## src/logic/eepws_pkg.sv

```systemverilog
/*
  Constants and types for the write-protection and status block of a
  small serial EEPROM. Assumes the clock runs at 20 MHz.
*/
`default_nettype none
package eepws_pkg;
  // instruction bytes, bit 3 is don't-care or the ninth address bit
  localparam logic [7:0] OP_MASK = 8'hF7;
  localparam logic [7:0] OP_READ = 8'h03;
  localparam logic [7:0] OP_WRITE = 8'h02;
  localparam logic [7:0] OP_LATCH_CLR = 8'h04;
  localparam logic [7:0] OP_LATCH_SET = 8'h06;
  localparam logic [7:0] OP_STAT_RD = 8'h05;
  localparam logic [7:0] OP_STAT_WR = 8'h01;
  localparam int OP_A8_POS = 3;
  // status byte field positions
  localparam int ST_WIP = 0;
  localparam int ST_WEL = 1;
  localparam int ST_BP_LO = 2;
  localparam int ST_BP_HI = 3;
  localparam logic [1:0] BP_RESET = 2'h0;
  // array size and protected range limits
  localparam int ADDR_W = 9;
  localparam logic [9:0] MEM_BYTES = 10'h200;
  localparam logic [8:0] QUARTER_BASE = 9'(MEM_BYTES - MEM_BYTES / 4);
  localparam logic [8:0] HALF_BASE = 9'(MEM_BYTES / 2);
  // self-timed write cycle length in clocks
  localparam int WR_CYCLES_DEF = 5000;
  localparam int TMR_W = 20;
  localparam logic [2:0] LAST_BIT = 3'h7;

  typedef enum {
    ST_IDLE, ST_CMD, ST_ADDR, ST_DATA, ST_SET, ST_CLR,
    ST_SR_IN, ST_SR_DONE, ST_SR_OUT, ST_SKIP
  } eepws_state_type;

  typedef struct packed {
    logic cs_n;
    logic sck;
    logic si;
    logic wp_n;
  } eepws_pins_type;

  typedef struct packed {
    logic start;
    logic [ADDR_W-1:0] addr;
  } eepws_arr_wr_type;

  typedef struct packed {
    logic stb;
    logic [7:0] data;
  } eepws_byte_type;
endpackage
`default_nettype wire

```

## src/logic/eepws_core.sv

```systemverilog
/*
  SPI client front end holding the write enable latch, the status byte,
  block protection and start of the self-timed write cycle.
  Assumes all pins are asynchronous to clock and that the array and its
  page buffer sit outside, fed by the byte strobes and the start pulse.
*/
// Notes on behaviour
// - no internal write completes unless the latch was set beforehand
// - set-latch command sets the latch, clear-latch command clears it
// - latch clears at reset, after clear, status or array write, wp low
// - status read is served at any time, even during a write cycle
// - status byte: bp_hi bit3, bp_lo bit2, latch bit1, busy bit0
// - busy flag is 1 while a write cycle runs, writes to it ignored
// - latch flag reads 1 when writes allowed, 0 when prohibited
// - latch commands work whatever the status protection
// - block-protect bits change only through the status write
// - protect pair: 00 none, 01 upper quarter, 10 upper half, 11 all
// - protected ranges are the upper quarter, upper half or all
// - wp low or latch clear refuses all writes; else unprotected only
// - write cycle starts only on deselect after a whole byte count
// - array access during a write cycle is ignored
// - after reset: standby, latch clear, data output not driven
// - a falling chip select is needed before any command is taken
// - set-latch is 0000x110, clear-latch is 0000x100
// - latch sets only on deselect right after the eighth bit
// - all bytes move most significant bit first
`default_nettype none
module eepws_core #(
  parameter int WR_CYCLES = eepws_pkg::WR_CYCLES_DEF
) (
  // clock and reset
  input wire logic clock,
  input wire logic rst_n,
  // serial link pins
  input wire logic spi_cs_n,
  input wire logic spi_sck,
  input wire logic spi_si,
  output logic spi_so,
  output logic spi_so_oe,
  // write-protect pin
  input wire logic wp_n,
  // array side
  output var eepws_pkg::eepws_byte_type arr_byte,
  output var eepws_pkg::eepws_arr_wr_type arr_wr,
  // status view
  output logic [7:0] protection_status
);

  eepws_pkg::eepws_pins_type pins_m_q, pins_s_q, pins_p_q;
  eepws_pkg::eepws_state_type state_q;
  logic armed_q, write_latch_flag_q, write_in_progress_flag_q;
  logic [1:0] bp_q, bp_new_q;
  logic kind_stat_q, got_byte_q, so_q;
  logic [2:0] bit_q;
  logic [7:0] sh_q, out_q;
  logic [eepws_pkg::ADDR_W-1:0] addr_q;
  logic [eepws_pkg::TMR_W-1:0] tmr_q;
  logic cs_fall, cs_rise, sck_rise, sck_fall, wp_low;
  logic [7:0] sh_d, op;
  logic set_ev, clr_ev, sr_go, arr_go, cyc_end;
  logic arr_ok, sr_ok;

  // protection of one address under a block-protect pair
  function automatic logic prot_hit(
    input logic [eepws_pkg::ADDR_W-1:0] a,
    input logic [1:0] bp
  );
    case (bp)
      2'h1: prot_hit = (a >= eepws_pkg::QUARTER_BASE);
      2'h2: prot_hit = (a >= eepws_pkg::HALF_BASE);
      2'h3: prot_hit = 1'b1;
      default: prot_hit = 1'b0;
    endcase
  endfunction

  // two-flop synchroniser, then a third stage for edges
  always_ff @(posedge clock or negedge rst_n)
  begin
    if (!rst_n)
    begin
      pins_m_q <= '{cs_n: 1'b1, sck: 1'b0, si: 1'b0, wp_n: 1'b0};
      pins_s_q <= '{cs_n: 1'b1, sck: 1'b0, si: 1'b0, wp_n: 1'b0};
      pins_p_q <= '{cs_n: 1'b1, sck: 1'b0, si: 1'b0, wp_n: 1'b0};
    end
    else
    begin
      pins_m_q <= '{cs_n: spi_cs_n, sck: spi_sck, si: spi_si, wp_n: wp_n};
      pins_s_q <= pins_m_q;
      pins_p_q <= pins_s_q;
    end
  end

  // edges seen on the clean copies only
  assign cs_fall = pins_p_q.cs_n & ~pins_s_q.cs_n;
  assign cs_rise = ~pins_p_q.cs_n & pins_s_q.cs_n;
  assign sck_rise = ~pins_s_q.cs_n & ~pins_p_q.sck & pins_s_q.sck;
  assign sck_fall = ~pins_s_q.cs_n & pins_p_q.sck & ~pins_s_q.sck;
  assign wp_low = ~pins_s_q.wp_n;
  assign sh_d = {sh_q[6:0], pins_s_q.si};
  assign op = sh_d & eepws_pkg::OP_MASK;

  // write permission matrix for status and array
  assign sr_ok = ~wp_low & write_latch_flag_q;
  assign arr_ok = sr_ok & ~prot_hit(addr_q, bp_q);

  // deselect events; only a whole byte count qualifies
  assign set_ev = cs_rise && state_q == eepws_pkg::ST_SET;
  assign clr_ev = cs_rise && state_q == eepws_pkg::ST_CLR;
  assign sr_go = cs_rise && state_q == eepws_pkg::ST_SR_DONE
    && sr_ok;
  assign arr_go = cs_rise && state_q == eepws_pkg::ST_DATA
    && got_byte_q && bit_q == 3'h0 && arr_ok;
  assign cyc_end = write_in_progress_flag_q && tmr_q == '0;

  // bit capture and command sequencing
  always_ff @(posedge clock or negedge rst_n)
  begin
    if (!rst_n)
    begin
      state_q <= eepws_pkg::ST_IDLE;
      armed_q <= 1'b0;
      bit_q <= 3'h0;
      sh_q <= 8'h00;
      addr_q <= '0;
      got_byte_q <= 1'b0;
    end
    else if (cs_fall)
    begin
      armed_q <= 1'b1;
      state_q <= eepws_pkg::ST_CMD;
      bit_q <= 3'h0;
      got_byte_q <= 1'b0;
    end
    else if (pins_s_q.cs_n)
    begin
      state_q <= eepws_pkg::ST_IDLE;
    end
    else if (sck_rise && armed_q)
    begin
      sh_q <= sh_d;
      bit_q <= bit_q + 3'h1;
      case (state_q)
        eepws_pkg::ST_CMD:
        begin
          if (bit_q == eepws_pkg::LAST_BIT)
          begin
            addr_q[8] <= sh_d[eepws_pkg::OP_A8_POS];
            // busy device answers only the status read
            if (op == eepws_pkg::OP_STAT_RD)
              state_q <= eepws_pkg::ST_SR_OUT;
            else if (write_in_progress_flag_q)
              state_q <= eepws_pkg::ST_SKIP;
            else if (sh_d[7:4] != 4'h0)
              state_q <= eepws_pkg::ST_SKIP;
            else if (op == eepws_pkg::OP_LATCH_SET)
              state_q <= eepws_pkg::ST_SET;
            else if (op == eepws_pkg::OP_LATCH_CLR)
              state_q <= eepws_pkg::ST_CLR;
            else if (op == eepws_pkg::OP_STAT_WR)
              state_q <= eepws_pkg::ST_SR_IN;
            else if (op == eepws_pkg::OP_WRITE)
              state_q <= eepws_pkg::ST_ADDR;
            else
              state_q <= eepws_pkg::ST_SKIP; // reads served elsewhere
          end
        end
        eepws_pkg::ST_ADDR:
        begin
          if (bit_q == eepws_pkg::LAST_BIT)
          begin
            addr_q[7:0] <= sh_d;
            state_q <= eepws_pkg::ST_DATA;
          end
        end
        eepws_pkg::ST_DATA:
        begin
          if (bit_q == eepws_pkg::LAST_BIT)
            got_byte_q <= 1'b1;
        end
        eepws_pkg::ST_SR_IN:
        begin
          if (bit_q == eepws_pkg::LAST_BIT)
            state_q <= eepws_pkg::ST_SR_DONE;
        end
        eepws_pkg::ST_SR_OUT, eepws_pkg::ST_SKIP:
          state_q <= state_q;
        // extra clocks after a latch or status byte void the command
        eepws_pkg::ST_SET, eepws_pkg::ST_CLR, eepws_pkg::ST_SR_DONE:
          state_q <= eepws_pkg::ST_SKIP;
        default:
          state_q <= eepws_pkg::ST_SKIP;
      endcase
    end
  end

  // data bytes handed to the page buffer as they complete
  always_ff @(posedge clock or negedge rst_n)
  begin
    if (!rst_n)
      arr_byte <= '0;
    else
    begin
      arr_byte.stb <= sck_rise && armed_q && bit_q == eepws_pkg::LAST_BIT
        && state_q == eepws_pkg::ST_DATA;
      if (sck_rise && bit_q == eepws_pkg::LAST_BIT)
        arr_byte.data <= sh_d;
    end
  end

  // write enable latch; a low wp pin beats a set
  always_ff @(posedge clock or negedge rst_n)
  begin
    if (!rst_n)
      write_latch_flag_q <= 1'b0;
    else if (wp_low)
      write_latch_flag_q <= 1'b0;
    else if (clr_ev || cyc_end)
      write_latch_flag_q <= 1'b0;
    else if (set_ev)
      write_latch_flag_q <= 1'b1;
  end

  // self-timed cycle; the pin only gates the start, never aborts
  always_ff @(posedge clock or negedge rst_n)
  begin
    if (!rst_n)
    begin
      write_in_progress_flag_q <= 1'b0;
      tmr_q <= '0;
      kind_stat_q <= 1'b0;
      bp_new_q <= eepws_pkg::BP_RESET;
    end
    else if (sr_go || arr_go)
    begin
      write_in_progress_flag_q <= 1'b1;
      tmr_q <= eepws_pkg::TMR_W'(WR_CYCLES - 1);
      kind_stat_q <= sr_go;
      bp_new_q <= sh_q[eepws_pkg::ST_BP_HI:eepws_pkg::ST_BP_LO];
    end
    else if (cyc_end)
      write_in_progress_flag_q <= 1'b0;
    else if (write_in_progress_flag_q)
      tmr_q <= tmr_q - eepws_pkg::TMR_W'(1);
  end

  // block-protect pair, loaded at the end of a status cycle
  always_ff @(posedge clock or negedge rst_n)
  begin
    if (!rst_n)
      bp_q <= eepws_pkg::BP_RESET; // stands in for stored value
    else if (cyc_end && kind_stat_q)
      bp_q <= bp_new_q;
  end

  // array start pulse with the page address
  always_ff @(posedge clock or negedge rst_n)
  begin
    if (!rst_n)
      arr_wr <= '0;
    else
    begin
      arr_wr.start <= arr_go;
      if (arr_go)
        arr_wr.addr <= addr_q;
    end
  end

  // live status byte, high nibble reads zero
  assign protection_status = {4'h0, bp_q, write_latch_flag_q,
    write_in_progress_flag_q};

  // status shifted out after each falling clock, reloaded per byte
  always_ff @(posedge clock or negedge rst_n)
  begin
    if (!rst_n)
    begin
      so_q <= 1'b0;
      out_q <= 8'h00;
    end
    else if (state_q != eepws_pkg::ST_SR_OUT)
      out_q <= 8'h00;
    else if (sck_fall)
    begin
      if (bit_q == 3'h0)
      begin
        so_q <= protection_status[7];
        out_q <= {protection_status[6:0], 1'b0};
      end
      else
      begin
        so_q <= out_q[7];
        out_q <= {out_q[6:0], 1'b0};
      end
    end
  end

  // output driven only while answering a status read
  assign spi_so = so_q;
  assign spi_so_oe = (state_q == eepws_pkg::ST_SR_OUT)
    && !pins_s_q.cs_n;
endmodule // eepws_core
`default_nettype wire

```

## config.mk

```make
export PLATFORM = sky130hd
export DESIGN_NAME = eepws_core
export DESIGN_NICKNAME = d
export VERILOG_FILES = /design/src/logic/eepws_pkg.sv /design/src/logic/eepws_core.sv
export SDC_FILE = /design/constraint.sdc
export NUM_CORES = 1
export LEC_CHECK = 0
export BUFFER_PORTS_ARGS = -buffer_cell sky130_fd_sc_hd__buf_2
export CAP_MARGIN = 20
export CORE_MARGIN = 2
export CORE_UTILIZATION = 53
export DETAILED_ROUTE_END_ITERATION = 7
export GPL_TIMING_DRIVEN = 0
export PLACE_DENSITY_LB_ADDON = 0.08
export SETUP_SLACK_MARGIN = 0.1
export SLEW_MARGIN = 0
export SYNTH_ARGS = -nofsm -noshare
export SYNTH_HDL_FRONTEND = slang
export SYNTH_SLANG_ARGS = --single-unit
```

## constraint.sdc

```tcl
create_clock -name clock -period 2.1 [get_ports clock]
set_clock_uncertainty 0.05 [all_clocks]
set_input_delay 0.315 -clock clock [delete_from_list [all_inputs] [get_ports clock]]
set_output_delay 0.315 -clock clock [all_outputs]
set_load 0.03 [all_outputs]
```

==> metrics.md <==
| Metric | Value |
|---|---|
| Status | `finished with violations` |
| Failing checks | `negative setup slack` |
| Non-filler instance count after layout | `562` |
| Setup WS post-layout | `-194 ps` |
| Cell variety after synth | `56` |
| Maximum VDD drop | `0.000457 V` |
| Worst setup EP type | `register` |
| Vias in the first global route | `2,850` |
| Area Growth Syn to Fin | `30.5%` |
| R2R cell count | `6` |
| Fmax | `0.436 GHz` |
| Worst R2R Start | `tmr_q[16]` |
| First drt pass iteration count | `4` |
| Mapped Area | `4100 sq um` |
| Rows | `32` |
| Clock Path Buffers | `2` |
| Inst Count DP | `503` |
| Dpl ws | `-410 ps` |
| Starting Density | `53.9%` |
| Initial DRC Count | `147` |
| Max_cap viols | `0` |
| Largest area contributor in the netlist | `dfrtp_1` |
| Mean Syn Cell Area | `11.2 sq um` |
| Setup-failing EPs final | `13` |
| P per Cell Area | `628 nW/um^2` |
| DRC errors left | `0` |
| Final cycle utilization of the critical path | `109%` |
| Die Y | `92.0 um` |
| Total gr overflow | `0` |
| CTS Sinks | `89` |
| Ys Warns | `0` |
| Sequential share of the synthesized area | `54.4%` |
| H-Tree Level Count | `3` |
| Final hold vios | `0` |
| Main area contributors after synthesis | `dfrtp_1 52%, mux2_2 9.6%, nand2_1 2.7%` |
| Final ANT Viol Nets | `0` |
| Global-route wire length before repair | `14,100 um` |
| Class of the tightest hold or removal check | `reg -> reg` |
| Nets@finish | `465` |
| Hold path depth | `0` |
| Share of post-route cells with drive strength above 1 | `45.0%` |
| Crit start category | `register` |
| Die area | `8460 sq um` |
| Skew-Pair Late Insertion Delay | `370 ps` |
| Post-synth EDFFs | `0` |
| Critical path class | `reg -> reg` |
| Routability Congestion | `0.850` |
| Final min period | `2290 ps` |
| Via density per instance | `5.46` |
| CTS buffer count | `9` |
| # fillers | `564` |
| DRT Wirelength | `8990 um` |
| Die width | `92.0 um` |
| Largest net degree at the start of global routing | `63` |
| CTS tree | `yes` |
| Worst EP required | `2310 ps` |
| Reg clk slew, reported paths | `100 ps` |
| Initial antenna violation count | `0` |
| IO Port Bufs | `30` |
| Critical Path Source | `tmr_q[16]` |
| N_diodes | `0` |
| WP data arrival | `2500 ps` |
| RSZ-0062 raised after global routing | `yes` |
| P_leak | `2.53 nW` |
| Post-synth top flop | `dfrtp_1` |
| Async set-reset flop share out of synthesis | `100%` |
| Synth Register Bits | `89` |
| Routed WL per cell | `16.0 um` |
| Hold wc startpoint | `pins_m_q[3]` |
| Slew Viols, Final | `0` |
| Cells after synthesis | `367` |
| Total core area | `7610 sq um` |
| Tot GR Track Use | `21.3%` |
| Detailed Place HPWL | `5360 um` |
| Vias | `3,071` |
| Clock root cell | `clkbuf_8` |
| Crit-path max FO | `3` |
| Io pins | `35` |
| Post-synth top area share | `52.5%` |
-- power by group --
| part | leakage [nW] | internal, mW | switching, mW |
|---|---|---|---|
| Clock | 0.100 | 0.575 | 0.680 |
| Combinational | 1.23 | 0.123 | 0.153 |
| Sequential | 1.20 | 1.76 | 0.0681 |
-- metal layers --
layer	global-route usage, %	up-vias	routed length, um
met2	34.3	67	4600
li1	-	1470	-
met4	8.33	0	128
met5	0	-	0
met3	4.35	12	296
met1	28.6	1522	3960
-- synthesized netlist by cell type (all sizes together) (4+ instances only) --
library cell	number
ha	4
a21oi	19
nor2b	4
buf	8
nor4	5
a211oi	4
o21ai	10
or2	5
dfrtp	86
nand3	18
nand4	5
clkbuf	16
or3	14
nand2	30
nor3	10
nor2	26
nand3b	4
mux2i	7
xnor2	4
or4	5
mux2	37
nand4b	4
xor2	5
inv	8
-- layout make-up --
cell class | count | area, sq um | share of cell area (%)
flip-flops and latches | 89 | 2230 | 41.7
multi-input cells | 249 | 2030 | 37.9
repair buffers | 78 | 572 | 10.7
plain buffers | 20 | 154 | 2.88
well taps | 102 | 128 | 2.38
clock buffers | 9 | 124 | 2.31
clock inverters | 7 | 85.1 | 1.59
inverters | 8 | 30.0 | 0.561
-- through the flow --
stage / TNS [ps] / hold WS (ps) / util, % / cell area (sq um) / total power [mW]
after global placement: -23830 / 287 / 58.2 / 4430 / 2.08
after detailed placement: -12810 / 212 / 58.6 / 4460 / 2.10
after global routing: -2880 / 318 / 70.4 / 5350 / 3.49
final: -1170 / 311 / 70.4 / 5350 / 3.36
after floorplan: -330 / -30.6 / - / 4150 / 2.00
after CTS: -1780 / 312 / 66.1 / 5030 / 3.36
-- worst paths after layout --
path | slack, ps | end
max | -190 | tmr_q[1]
min | 310 | pins_s_q[3]
max reg2reg | -190 | tmr_q[1]
min reg2reg | 310 | pins_s_q[3]
max in group asynchronous | 990 | state_q[2]
min in group asynchronous | 370 | out_q[5]
-- flip-flops by register name (all words and copies together), names as in the netlist, 3 cells and up --
name,flops
tmr_q,20
arr_wr,10
addr_q,9
arr_byte,9
out_q,7
sh_q,7
pins_m_q,4
state_q,4
bit_q,3
pins_s_q,3
-- cells in the final DEF (no fill, tap or decap), drive strengths merged, types with 3 or more instances in the layout --
cell and count:
a21oi 19, nand3b 4, xor2 5, or3 14, a211oi 4, nor2 26
mux2i 7, nand2 30, clkbuf 18, inv 12, dlygate4sd3 5, nand4 5
buf 84, conb 4, ha 4, nor2b 4, o21ai 10, nor3 10
nand4b 4, or2 5, xnor2 4, or4 5, nand2b 3, dfrtp 86
mux2 37, dfstp 3, nor4 5, nand3 18
-- timing repair --
item	4_1_cts	5_1_grt
resized for setup	42	50
hold buffers	5	0
endpoints found under the setup margin	58	47
buffers inserted	21	22
pin swaps	26	24
gates cloned	1	0
endpoints found under the hold margin	28	0
-- critical path, cell delays in order (launching register included) --
cell and delay [ps]:
dfrtp_1 390, or4_4 550, or3_4 430, buf_6 140, o41ai_4 290, mux2i_1 120
or2_1 210
-- logic make-up after synthesis --
kind of cell	synth area share, %
fa+ha+maj	1.22
xor+xnor	1.92
flops	54.4
other cells	0.0914
mux	11.9
buf+inv	3.54
simple gates	19.9
compound gates	7.08
Note: power is estimated with default switching activity, not from simulation.
